### config.mk
export PLATFORM = sky130hd
export DESIGN_NAME = elcc_top
export DESIGN_NICKNAME = d
export VERILOG_FILES = /design/src/hw/elcc_link_engine.v /design/src/hw/elcc_top.v
export VERILOG_INCLUDE_DIRS = /design/src /design/src/hw
export SDC_FILE = /design/constraint.sdc
export NUM_CORES = 2
export LEC_CHECK = 0
export ABC_CLOCK_PERIOD_IN_PS = 8450
export BUFFER_PORTS_ARGS = -buffer_cell sky130_fd_sc_hd__buf_4
export CORE_MARGIN = 3
export CORE_UTILIZATION = 50
export CTS_CLUSTER_DIAMETER = 150
export DETAILED_ROUTE_END_ITERATION = 8
export PLACE_DENSITY = 0.67
export SYNTH_ARGS = -nofsm -noshare
export SYNTH_HDL_FRONTEND = slang
export SYNTH_SLANG_ARGS = --single-unit
### constraint.sdc
create_clock -name REF_CLK_IN -period 8.45 [get_ports REF_CLK_IN]
set_clock_uncertainty 0.2 [all_clocks]
set_input_delay 2.535 -clock REF_CLK_IN [delete_from_list [all_inputs] [get_ports REF_CLK_IN]]
set_output_delay 2.535 -clock REF_CLK_IN [all_outputs]
set_load 0.01 [all_outputs]
### src/hw/elcc_regs.vh
`ifndef ELCC_REGS_VH
`define ELCC_REGS_VH
// Register map (addresses are register numbers)
`define ELCC_LSTS_BASE  8'h20
`define ELCC_CFG_BASE   8'h80
`define ELCC_STAT_BASE  8'ha0
`define ELCC_BASE_MASK  8'hf8
// Link configuration fields
`define ELCC_B_EN       31
`define ELCC_B_WIDE     30
`define ELCC_B_ERR      27
`define ELCC_B_ISSUED   26
`define ELCC_B_HELD     25
`define ELCC_B_INIT     24
`define ELCC_B_RXRST    23
`define ELCC_F_TGAP     21:11
`define ELCC_F_KGAP     10:0
// Static forwarding and link status fields
`define ELCC_B_FWD      31
`define ELCC_F_CHAN     4:0
`define ELCC_B_JUNK     2
// Widths
`define ELCC_GAP_W      11
`define ELCC_CHAN_W     5
`define ELCC_TOK_W      9
`define ELCC_WIRES      5
`define ELCC_LINKS      8
`define ELCC_B_CTRL     8
// Control tokens
`define ELCC_TOK_END    9'h101
`define ELCC_TOK_GREET  9'h102
`define ELCC_TOK_CREDIT 9'h103
// Symbols per token in each mode
`define ELCC_SYMS_2W    4'h9
`define ELCC_SYMS_5W    4'h5
// Reset values
`define ELCC_ZERO32     32'h0000_0000
`endif

### src/hw/elcc_link_engine.v
// Local design decision: the strobed register port.
`timescale 1ns/100ps
`default_nettype none
`include "elcc_regs.vh"
module elcc_link_engine (
	input  wire                    clk_in,
	input  wire                    rst_n_in,
	input  wire                    en_in,
	input  wire                    wide_in,
	input  wire [`ELCC_GAP_W-1:0]  tgap_in,
	input  wire [`ELCC_GAP_W-1:0]  kgap_in,
	input  wire                    init_in,
	input  wire                    rxrst_in,
	input  wire [`ELCC_WIRES-1:0]  rx_pin_in,
	input  wire                    tx_valid_in,
	input  wire [`ELCC_TOK_W-1:0]  tx_data_in,
	output wire                    tx_ready_out,
	output wire [`ELCC_WIRES-1:0]  tx_pin_out,
	output wire                    rx_valid_out,
	output wire [`ELCC_TOK_W-1:0]  rx_data_out,
	output wire                    bad_out,
	output wire                    held_out,
	output wire                    issued_out
);
	// One-hot transmit states
	localparam ST_IDLE = 3'h1;
	localparam ST_SYM  = 3'h2;
	localparam ST_GAP  = 3'h4;

	reg [`ELCC_WIRES-1:0] s1_reg, s2_reg, s3_reg; // Pin synchroniser
	reg [`ELCC_WIRES-1:0] stable_reg;             // Last settled wire levels
	reg [9:0]             rxsh_reg;               // Receive symbol shifter
	reg [3:0]             rxcnt_reg;              // Symbols received so far
	reg                   rxv_reg, bad_reg;       // Receive pulses
	reg [`ELCC_TOK_W-1:0] rxd_reg;                // Received token
	reg [2:0]             state_reg;              // Transmit state
	reg [9:0]             txsh_reg;               // Transmit symbol shifter
	reg [3:0]             txcnt_reg;              // Symbols still to send
	reg [`ELCC_GAP_W-1:0] gap_reg;                // Pacing counter
	reg [`ELCC_WIRES-1:0] txpin_reg;              // Wire levels driven out
	reg                   greet_reg, credit_reg;  // Control tokens waiting
	reg                   dpend_reg;              // Data token waiting
	reg [`ELCC_TOK_W-1:0] data_reg;               // Waiting data token
	reg                   held_reg, issued_reg;   // Credit state
	reg                   ready_reg;              // Ready to take data

	////////////////////////////////////////////////////////////////////////////////
	// Receive symbol decode
	wire [`ELCC_WIRES-1:0] chg = (s2_reg == s3_reg) ? (s3_reg ^ stable_reg) : {`ELCC_WIRES{1'b0}};
	wire onehot = (chg != {`ELCC_WIRES{1'b0}}) && ((chg & (chg - 5'h01)) == {`ELCC_WIRES{1'b0}});
	wire legal  = onehot && !chg[4] && (wide_in || chg[3:2] == 2'h0);
	wire [1:0] sv = wide_in ? {chg[3] | chg[2], chg[3] | chg[1]} : {1'b0, chg[1]};
	wire [9:0] rxsh_next = wide_in ? {sv, rxsh_reg[9:2]} : {sv[0], rxsh_reg[9:1]};
	wire [3:0] syms = wide_in ? `ELCC_SYMS_5W : `ELCC_SYMS_2W;
	wire       last = (rxcnt_reg + 4'h1) == syms;
	wire [`ELCC_TOK_W-1:0] tok = wide_in ? rxsh_next[8:0] : rxsh_next[9:1];
	wire       padbad = wide_in && rxsh_next[9];
	wire       sym_ok = en_in && legal;
	wire       done = sym_ok && last;
	wire       got_credit = done && !padbad && tok == `ELCC_TOK_CREDIT;
	wire       got_greet  = done && !padbad && tok == `ELCC_TOK_GREET;
	wire       take = tx_valid_in && ready_reg;
	// Transmit symbol as one toggled wire
	wire [`ELCC_WIRES-1:0] tsym = wide_in ? (5'h01 << txsh_reg[1:0]) : (5'h01 << txsh_reg[0]);

	////////////////////////////////////////////////////////////////////////////////
	// Receiver
	always @(posedge clk_in or negedge rst_n_in)
	begin
		if (!rst_n_in)
		begin
			s1_reg <= 5'h00;
			s2_reg <= 5'h00;
			s3_reg <= 5'h00;
			stable_reg <= 5'h00;
			rxsh_reg <= 10'h000;
			rxcnt_reg <= 4'h0;
			rxv_reg <= 1'b0;
			bad_reg <= 1'b0;
			rxd_reg <= 9'h000;
		end
		else
		begin
			s1_reg <= rx_pin_in;
			s2_reg <= s1_reg;
			s3_reg <= s2_reg;
			if (s2_reg == s3_reg)
				stable_reg <= s3_reg;
			rxv_reg <= 1'b0;
			bad_reg <= en_in && ((chg != 5'h00 && !legal) || (done && padbad));
			if (!en_in || rxrst_in)
			begin
				// Next symbol starts a fresh token
				rxcnt_reg <= 4'h0;
				rxsh_reg <= 10'h000;
			end
			else if (sym_ok)
			begin
				rxsh_reg <= last ? 10'h000 : rxsh_next;
				rxcnt_reg <= last ? 4'h0 : rxcnt_reg + 4'h1;
				// Data and end tokens go to the switch side
				if (done && !padbad && !got_credit && !got_greet)
				begin
					rxv_reg <= 1'b1;
					rxd_reg <= tok;
				end
			end
		end
	end

	////////////////////////////////////////////////////////////////////////////////
	// Transmitter and credit state
	always @(posedge clk_in or negedge rst_n_in)
	begin
		if (!rst_n_in)
		begin
			state_reg <= ST_IDLE;
			txsh_reg <= 10'h000;
			txcnt_reg <= 4'h0;
			gap_reg <= 11'h000;
			txpin_reg <= 5'h00;
			greet_reg <= 1'b0;
			credit_reg <= 1'b0;
			dpend_reg <= 1'b0;
			data_reg <= 9'h000;
			held_reg <= 1'b0;
			issued_reg <= 1'b0;
			ready_reg <= 1'b0;
		end
		else if (!en_in)
		begin
			// Disabled link drops pending tokens and credit state
			state_reg <= ST_IDLE;
			txpin_reg <= 5'h00;
			greet_reg <= 1'b0;
			credit_reg <= 1'b0;
			dpend_reg <= 1'b0;
			held_reg <= 1'b0;
			issued_reg <= 1'b0;
			ready_reg <= 1'b0;
		end
		else
		begin
			// Credit arriving beats a same-cycle init
			if (got_credit)
				held_reg <= 1'b1;
			else if (init_in)
				held_reg <= 1'b0;
			if (got_greet)
				credit_reg <= 1'b1;
			if (take)
			begin
				dpend_reg <= 1'b1;
				data_reg <= tx_data_in;
			end
			ready_reg <= held_reg && !dpend_reg && !take;
			case (state_reg)
				ST_IDLE:
				begin
					txcnt_reg <= syms;
					gap_reg <= 11'h000;
					// Greeting first, then credit, then data
					if (greet_reg || init_in)
					begin
						greet_reg <= 1'b0;
						txsh_reg <= {1'b0, `ELCC_TOK_GREET};
						state_reg <= ST_SYM;
					end
					else if (credit_reg)
					begin
						credit_reg <= got_greet;
						issued_reg <= 1'b1;
						txsh_reg <= {1'b0, `ELCC_TOK_CREDIT};
						state_reg <= ST_SYM;
					end
					else if (dpend_reg && held_reg)
					begin
						dpend_reg <= 1'b0;
						txsh_reg <= {1'b0, data_reg};
						state_reg <= ST_SYM;
					end
				end
				ST_SYM:
				begin
					if (init_in)
						greet_reg <= 1'b1;
					if (gap_reg == 11'h000)
					begin
						txpin_reg <= txpin_reg ^ tsym;
						txsh_reg <= wide_in ? {2'h0, txsh_reg[9:2]} : {1'b0, txsh_reg[9:1]};
						txcnt_reg <= txcnt_reg - 4'h1;
						if (txcnt_reg == 4'h1)
						begin
							gap_reg <= kgap_in;
							state_reg <= ST_GAP;
						end
						else
							gap_reg <= tgap_in;
					end
					else
						gap_reg <= gap_reg - 11'h001;
				end
				ST_GAP:
				begin
					if (init_in)
						greet_reg <= 1'b1;
					if (gap_reg == 11'h000)
						state_reg <= ST_IDLE;
					else
						gap_reg <= gap_reg - 11'h001;
				end
				default:
					state_reg <= ST_IDLE;
			endcase
		end
	end

	assign tx_ready_out = ready_reg;
	assign tx_pin_out   = txpin_reg;
	assign rx_valid_out = rxv_reg;
	assign rx_data_out  = rxd_reg;
	assign bad_out      = bad_reg;
	assign held_out     = held_reg;
	assign issued_out   = issued_reg;
endmodule
`default_nettype wire

### src/hw/elcc_top.v
// Overview of operation
// - Per-link enable bit, clear at reset, selects muxing
// - Mode bit: 0 two-wire, 1 five-wire
// - Overflow or bad token sets error; read clears
// - Status shows credit issued to far end
// - Status shows credit held for sending
// - Init write clears credit held (not credit issued), sends greeting token
// - Receiver reset realigns to next token start
// - Clocks between transitions within a token
// - Clocks between consecutive sent tokens
// - Registers serve links C,D,A,B,G,H,E,F order
// - Static link forwards all packets, no routing
// - Five-bit field picks destination channel end
// - Unroutable packet flagged junk and discarded
`timescale 1ns/100ps
`default_nettype none
`include "elcc_regs.vh"
module elcc_top (
	input  wire        REF_CLK_IN,
	input  wire        RST_N_IN,
	input  wire [7:0]  REG_ADDR_IN,
	input  wire [31:0] REG_WDATA_IN,
	input  wire        REG_WR_IN,
	input  wire        REG_RD_IN,
	output wire [31:0] REG_RDATA_OUT,
	input  wire [39:0] LINK_RX_IN,
	output wire [39:0] LINK_TX_OUT,
	output wire [7:0]  LINK_PINSEL_OUT,
	input  wire [7:0]  TX_VALID_IN,
	input  wire [71:0] TX_DATA_IN,
	output wire [7:0]  TX_READY_OUT,
	output wire        FWD_VALID_OUT,
	output wire [4:0]  FWD_CHANEND_OUT,
	output wire [8:0]  FWD_DATA_OUT,
	output wire [2:0]  FWD_LINK_OUT
);
	localparam NL = `ELCC_LINKS;
	localparam GW = `ELCC_GAP_W;
	localparam TW = `ELCC_TOK_W;
	localparam CW = `ELCC_CHAN_W;

	////////////////////////////////////////////////////////////////////////////////
	// Helpers
	// True when the address falls in an eight-register bank
	function bank_hit;
		input [7:0] addr;
		input [7:0] base;
		begin
			bank_hit = (addr & `ELCC_BASE_MASK) == base;
		end
	endfunction

	// Index of lowest set bit, or zero
	function [2:0] lowest;
		input [NL-1:0] v;
		integer k;
		begin
			lowest = 3'h0;
			for (k = NL - 1; k >= 0; k = k - 1)
				if (v[k])
					lowest = k[2:0];
		end
	endfunction

	////////////////////////////////////////////////////////////////////////////////
	// State
	reg [NL-1:0]    en_reg;      // Link enables
	reg [NL-1:0]    wide_reg;    // Five-wire mode
	reg [NL*GW-1:0] tgap_reg;    // Transition spacing per link
	reg [NL*GW-1:0] kgap_reg;    // Token spacing per link
	reg [NL-1:0]    init_reg;    // Init pulses to engines
	reg [NL-1:0]    rxrst_reg;   // Receiver reset pulses
	reg [NL-1:0]    fwd_reg;     // Static forwarding enables
	reg [NL*CW-1:0] chan_reg;    // Destination channel ends
	reg [NL-1:0]    err_reg;     // Sticky error flags
	reg [NL-1:0]    junk_reg;    // Junk packet flags
	reg [NL-1:0]    slotv_reg;   // Token waiting to forward
	reg [NL*TW-1:0] slotd_reg;   // Waiting tokens
	reg [31:0]      rdata_reg;   // Read data
	reg             fv_reg;      // Forward valid
	reg [CW-1:0]    fch_reg;     // Forward channel end
	reg [TW-1:0]    fd_reg;      // Forward token
	reg [2:0]       fl_reg;      // Forward link index
	reg [31:0]      rd_next;     // Read mux result

	wire [NL-1:0]    ready_w;    // Engine ready
	wire [NL-1:0]    rxv_w;      // Engine received token
	wire [NL*TW-1:0] rxd_w;      // Engine token data
	wire [NL-1:0]    bad_w;      // Engine illegal token
	wire [NL-1:0]    held_w;     // Engine credit held
	wire [NL-1:0]    issued_w;   // Engine credit issued

	// Register index selects the link in the fixed order
	wire [2:0] idx    = REG_ADDR_IN[2:0];
	wire       wr_cfg = REG_WR_IN && bank_hit(REG_ADDR_IN, `ELCC_CFG_BASE);
	wire       wr_st  = REG_WR_IN && bank_hit(REG_ADDR_IN, `ELCC_STAT_BASE);
	wire       rd_cfg = REG_RD_IN && bank_hit(REG_ADDR_IN, `ELCC_CFG_BASE);
	wire [2:0] pop    = lowest(slotv_reg);
	wire       popv   = slotv_reg != {NL{1'b0}};

	////////////////////////////////////////////////////////////////////////////////
	// Link engines, one per link
	genvar g;
	generate
		for (g = 0; g < NL; g = g + 1)
		begin : eng
			elcc_link_engine u_eng (
				.clk_in       (REF_CLK_IN),
				.rst_n_in     (RST_N_IN),
				.en_in        (en_reg[g]),
				.wide_in      (wide_reg[g]),
				.tgap_in      (tgap_reg[g*GW +: GW]),
				.kgap_in      (kgap_reg[g*GW +: GW]),
				.init_in      (init_reg[g]),
				.rxrst_in     (rxrst_reg[g]),
				.rx_pin_in    (LINK_RX_IN[g*5 +: 5]),
				.tx_valid_in  (TX_VALID_IN[g]),
				.tx_data_in   (TX_DATA_IN[g*TW +: TW]),
				.tx_ready_out (ready_w[g]),
				.tx_pin_out   (LINK_TX_OUT[g*5 +: 5]),
				.rx_valid_out (rxv_w[g]),
				.rx_data_out  (rxd_w[g*TW +: TW]),
				.bad_out      (bad_w[g]),
				.held_out     (held_w[g]),
				.issued_out   (issued_w[g])
			);
		end
	endgenerate

	////////////////////////////////////////////////////////////////////////////////
	// Read mux; reserved and unmapped bits read zero
	always @*
	begin
		rd_next = `ELCC_ZERO32;
		if (bank_hit(REG_ADDR_IN, `ELCC_CFG_BASE))
		begin
			rd_next[`ELCC_B_EN]     = en_reg[idx];
			rd_next[`ELCC_B_WIDE]   = wide_reg[idx];
			rd_next[`ELCC_B_ERR]    = err_reg[idx];
			rd_next[`ELCC_B_ISSUED] = issued_w[idx];
			rd_next[`ELCC_B_HELD]   = held_w[idx];
			rd_next[`ELCC_F_TGAP]   = tgap_reg[idx*GW +: GW];
			rd_next[`ELCC_F_KGAP]   = kgap_reg[idx*GW +: GW];
		end
		else if (bank_hit(REG_ADDR_IN, `ELCC_STAT_BASE))
		begin
			rd_next[`ELCC_B_FWD]  = fwd_reg[idx];
			rd_next[`ELCC_F_CHAN] = chan_reg[idx*CW +: CW];
		end
		else if (bank_hit(REG_ADDR_IN, `ELCC_LSTS_BASE))
			rd_next[`ELCC_B_JUNK] = junk_reg[idx];
	end

	////////////////////////////////////////////////////////////////////////////////
	// Register writes, flags and static forwarding
	integer i;
	always @(posedge REF_CLK_IN or negedge RST_N_IN)
	begin
		if (!RST_N_IN)
		begin
			en_reg <= 8'h00;
			wide_reg <= 8'h00;
			tgap_reg <= {NL*GW{1'b0}};
			kgap_reg <= {NL*GW{1'b0}};
			init_reg <= 8'h00;
			rxrst_reg <= 8'h00;
			fwd_reg <= 8'h00;
			chan_reg <= {NL*CW{1'b0}};
			err_reg <= 8'h00;
			junk_reg <= 8'h00;
			slotv_reg <= 8'h00;
			slotd_reg <= {NL*TW{1'b0}};
			rdata_reg <= `ELCC_ZERO32;
			fv_reg <= 1'b0;
			fch_reg <= 5'h00;
			fd_reg <= 9'h000;
			fl_reg <= 3'h0;
		end
		else
		begin
			// Read data stands for one cycle only
			rdata_reg <= REG_RD_IN ? rd_next : `ELCC_ZERO32;
			// Self-clearing command bits last one cycle
			init_reg <= 8'h00;
			rxrst_reg <= 8'h00;
			if (wr_cfg)
			begin
				en_reg[idx] <= REG_WDATA_IN[`ELCC_B_EN];
				wide_reg[idx] <= REG_WDATA_IN[`ELCC_B_WIDE];
				init_reg[idx] <= REG_WDATA_IN[`ELCC_B_INIT];
				rxrst_reg[idx] <= REG_WDATA_IN[`ELCC_B_RXRST];
				tgap_reg[idx*GW +: GW] <= REG_WDATA_IN[`ELCC_F_TGAP];
				kgap_reg[idx*GW +: GW] <= REG_WDATA_IN[`ELCC_F_KGAP];
			end
			if (wr_st)
			begin
				fwd_reg[idx] <= REG_WDATA_IN[`ELCC_B_FWD];
				chan_reg[idx*CW +: CW] <= REG_WDATA_IN[`ELCC_F_CHAN];
			end
			// Forward the lowest waiting token
			fv_reg <= popv;
			if (popv)
			begin
				fd_reg <= slotd_reg[pop*TW +: TW];
				fch_reg <= chan_reg[pop*CW +: CW];
				fl_reg <= pop;
			end
			for (i = 0; i < NL; i = i + 1)
			begin
				// Error set wins over the read that clears it
				if (bad_w[i] || (rxv_w[i] && fwd_reg[i] && slotv_reg[i] && !(popv && pop == i)))
					err_reg[i] <= 1'b1;
				else if (rd_cfg && idx == i)
					err_reg[i] <= 1'b0;
				if (popv && pop == i)
					slotv_reg[i] <= 1'b0;
				if (rxv_w[i] && fwd_reg[i] && !(slotv_reg[i] && !(popv && pop == i)))
				begin
					// Static link skips routing
					slotv_reg[i] <= 1'b1;
					slotd_reg[i*TW +: TW] <= rxd_w[i*TW +: TW];
					junk_reg[i] <= 1'b0;
				end
				else if (rxv_w[i] && !fwd_reg[i])
					// No route here: drop and flag until packet end
					junk_reg[i] <= rxd_w[i*TW +: TW] != `ELCC_TOK_END;
			end
		end
	end

	assign REG_RDATA_OUT   = rdata_reg;
	assign LINK_PINSEL_OUT = en_reg;
	assign TX_READY_OUT    = ready_w;
	assign FWD_VALID_OUT   = fv_reg;
	assign FWD_CHANEND_OUT = fch_reg;
	assign FWD_DATA_OUT    = fd_reg;
	assign FWD_LINK_OUT    = fl_reg;
endmodule
`default_nettype wire

==> results.ini <==
[logic_synthesis]
synth-seq-cells=1109
synth.cell_area_sq_um=53400
ys.flop_type=dfrtp_1
synth-edff-count=0
avgSynthCellArea_sq_um=10.5
async_flop_share=1.00
syn_inst=5082
yosysWarnings=0
ys_seq_area_frac=0.520
synth_cell_types=101

[worst_setup_path]
startpoint=REG_ADDR_IN[1]
required_ps=8850
reg2reg_slack_ps=4280
worst_setup_path_end_kind=flop
crit_slowest_cell=or3_1
cp_num_buf_inv=2
critPathMaxFanout=34
r2r-end=FWD_DATA_OUT[3]$_DFFE_PN0P_
arrival_ps=5990
critPathKind=input pin to flop
crit_family=adder cells
start_kind=input pin
r2r-start=slotv_reg[0]$_DFFE_PN0P_
crit_top_cell=ha_1
reg2regPathDepth=6
cp.depth=6
crit_end=tgap_reg[10]$_DFFE_PN0P_
crit_chain=buf_4 > clkinv_1 > ha_1 > ha_1 > or3_1 > mux2_2
max_stage_delay_ps=980

[flow_run]
cap_violations=0

[sta]
fin_ws_ps=2860
post-route-min-period_ps=5590
finalSetupViolations=0
tns_ps=0
relSlewSlack=0.203
slew_violations=0
hold_ws_ps=140
max_freq_mhz=179
final-hold-violation-count=0
rsz0062_at_grt=no
min_period_over_period=0.662
tightestPinTransition_ps=1190

[finish]
ff_latch_area_sq_um=27800
multi_input_area_sq_um=24100
syn_to_final_growth_pct=13.4
num-fill-cells=8921
layout.cells.most_common_list=dfrtp_1, nand2_1, o21ai_0, mux2_2, nor2_1
final_common_cell=dfrtp_1
layout.cells.non_filler=6749
final_nets=5464
layout-drive-gt1-share=0.181

[floorplan]
fp.dieH_um=333
start_util=0.505
die-area_sq_um=111000
io_pins=270
rows=119
core_sq_um=106000
die_w_um=333

[clock_tree]
insertion_delay_ps=720
cts_buffers=116
cts_buffer_depth=3
cts_max_level=3
clock_sink_count=1109
clk_pin_slew_ps=60
postCtsSetupBuffers=0
cts_resized=0
root_buffer=clkbuf_16
hold_buffers=0
cts_tree=done

[global_route]
antenna_found_initial=22
grt_max_degree=174
grt_pass1_wl_um=237000
grt_remaining_overflow=0
first_global_vias=39814
track_usage=0.272

[route]
wl_per_cell_um=22.8
avgViaCountPerCell=6.11
wirelength_um=154000
drc=0
first_pass_iters=8
initialDrtViolationCount=4023
drt.antenna.violating_nets=0
vias=41242

[power]
p_per_area_nw_per_um2=205
p_leak_nw=26.4
ir_drop_v=0.000224

[placement]
dp_hpwl_um=109000
dp.cells=6523
pre_cts_slack_ps=2330
portBuffers=250
gp_congestion=0.957

[outcome]
status=finished clean

[hold_path]
hp-class=flop to flop

-- where the power goes --
part	total [W]	switching, W	internal, W	leakage (nW)
Clock	0.00527	0.00219	0.00308	1.94
Sequential	0.00573	0.000199	0.00553	14.9
Combinational	0.00139	0.000855	0.000535	9.55
Total	0.0124	0.00324	0.00914	26.4
-- synthesized netlist by cell type, types with 27 or more instances --
cell type  count  area (sq um)
dfrtp_1     1101         27600
nand2_1      558          2090
o21ai_0      419          2100
mux2_2       373          4200
nor2_1       334          1250
mux2i_1      222          2220
clkbuf_1     215           807
a21oi_1      201          1010
nand3_1      134           671
inv_1        124           465
a22oi_1      101           758
nor3_1        96           480
xnor2_1       73           639
o31ai_1       54           405
xor2_1        54           473
o22ai_1       52           325
ha_1          50           626
a31oi_1       49           307
and2_1        49           307
nand2b_1      48           300
nor3b_1       47           353
nor4_1        43           269
nor2b_1       40           250
or3_1         39           244
buf_4         30           225
a211oi_1      28           210
a41oi_1       28           245
nand4_1       27           169
-- logic make-up (layout without fill, tap and decap cells) --
kind of cell	after synthesis	in the layout	synth area share
adder cells (fa/ha/maj)	50	50	0.0117
AND/OR/NAND/NOR	1565	1565	0.143
XOR/XNOR	127	127	0.0208
buffers and inverters	407	660	0.0312
other	1	24	0.0000703
AO/OA/AOI/OAI	1216	1216	0.147
flip-flops	1109	1109	0.520
multiplexers	607	607	0.125
-- metrics by stage --
step | cell area, sq um | utilization | total power (W)
floorplan | 53400 | - | 0.00665
CTS | 60500 | 0.573 | 0.0125
global route | 60500 | 0.573 | 0.0128
detailed placement | 56600 | 0.536 | 0.00719
global placement | 56600 | 0.536 | 0.00716
finish | 60500 | 0.573 | 0.0124
-- worst min-delay path by stage --
| stage | cells after the start | endpoint | startpoint | slack [ps] |
|---|---|---|---|---|
| floorplan | 0 | eng[0].u_eng.s2_reg[0]$_DFF_PN0_ | eng[0].u_eng.s1_reg[0]$_DFF_PN0_ | 130 |
| global placement | 0 | eng[1].u_eng.s2_reg[0]$_DFF_PN0_ | eng[1].u_eng.s1_reg[0]$_DFF_PN0_ | 130 |
| detailed placement | 0 | eng[0].u_eng.s2_reg[0]$_DFF_PN0_ | eng[0].u_eng.s1_reg[0]$_DFF_PN0_ | 130 |
| CTS | 0 | eng[0].u_eng.s2_reg[4]$_DFF_PN0_ | eng[0].u_eng.s1_reg[4]$_DFF_PN0_ | 140 |
| global route | 0 | eng[4].u_eng.s2_reg[2]$_DFF_PN0_ | eng[4].u_eng.s1_reg[2]$_DFF_PN0_ | 150 |
| finish | 0 | eng[0].u_eng.s2_reg[4]$_DFF_PN0_ | eng[0].u_eng.s1_reg[4]$_DFF_PN0_ | 140 |
-- worst reg2reg max path, cell delays in order, from the launching register on --
cell	delay, ps
dfrtp_1	530
nor4_2	1060
buf_4	350
nand2_1	670
a211oi_1	910
a311o_1	210
a31oi_1	100
-- per-layer routing --
metal | up-vias | part of all wire | track usage
li1 | 18769 | - | -
met4 | 18 | 0.040 | 0.106
met1 | 20524 | 0.44 | 0.385
met2 | 1580 | 0.44 | 0.405
met5 | - | 0.00075 | 0
met3 | 351 | 0.083 | 0.0647
-- final cells by class --
type	count	area share
flip-flops and latches	1109	0.459
multi-input cells	3578	0.398
clock buffers	168	0.0558
repair buffers	317	0.0409
well taps	1391	0.0288
clock inverters	47	0.00924
inverters	128	0.00794
diodes	11	0.000455
Power figures use the tool's default switching activity.
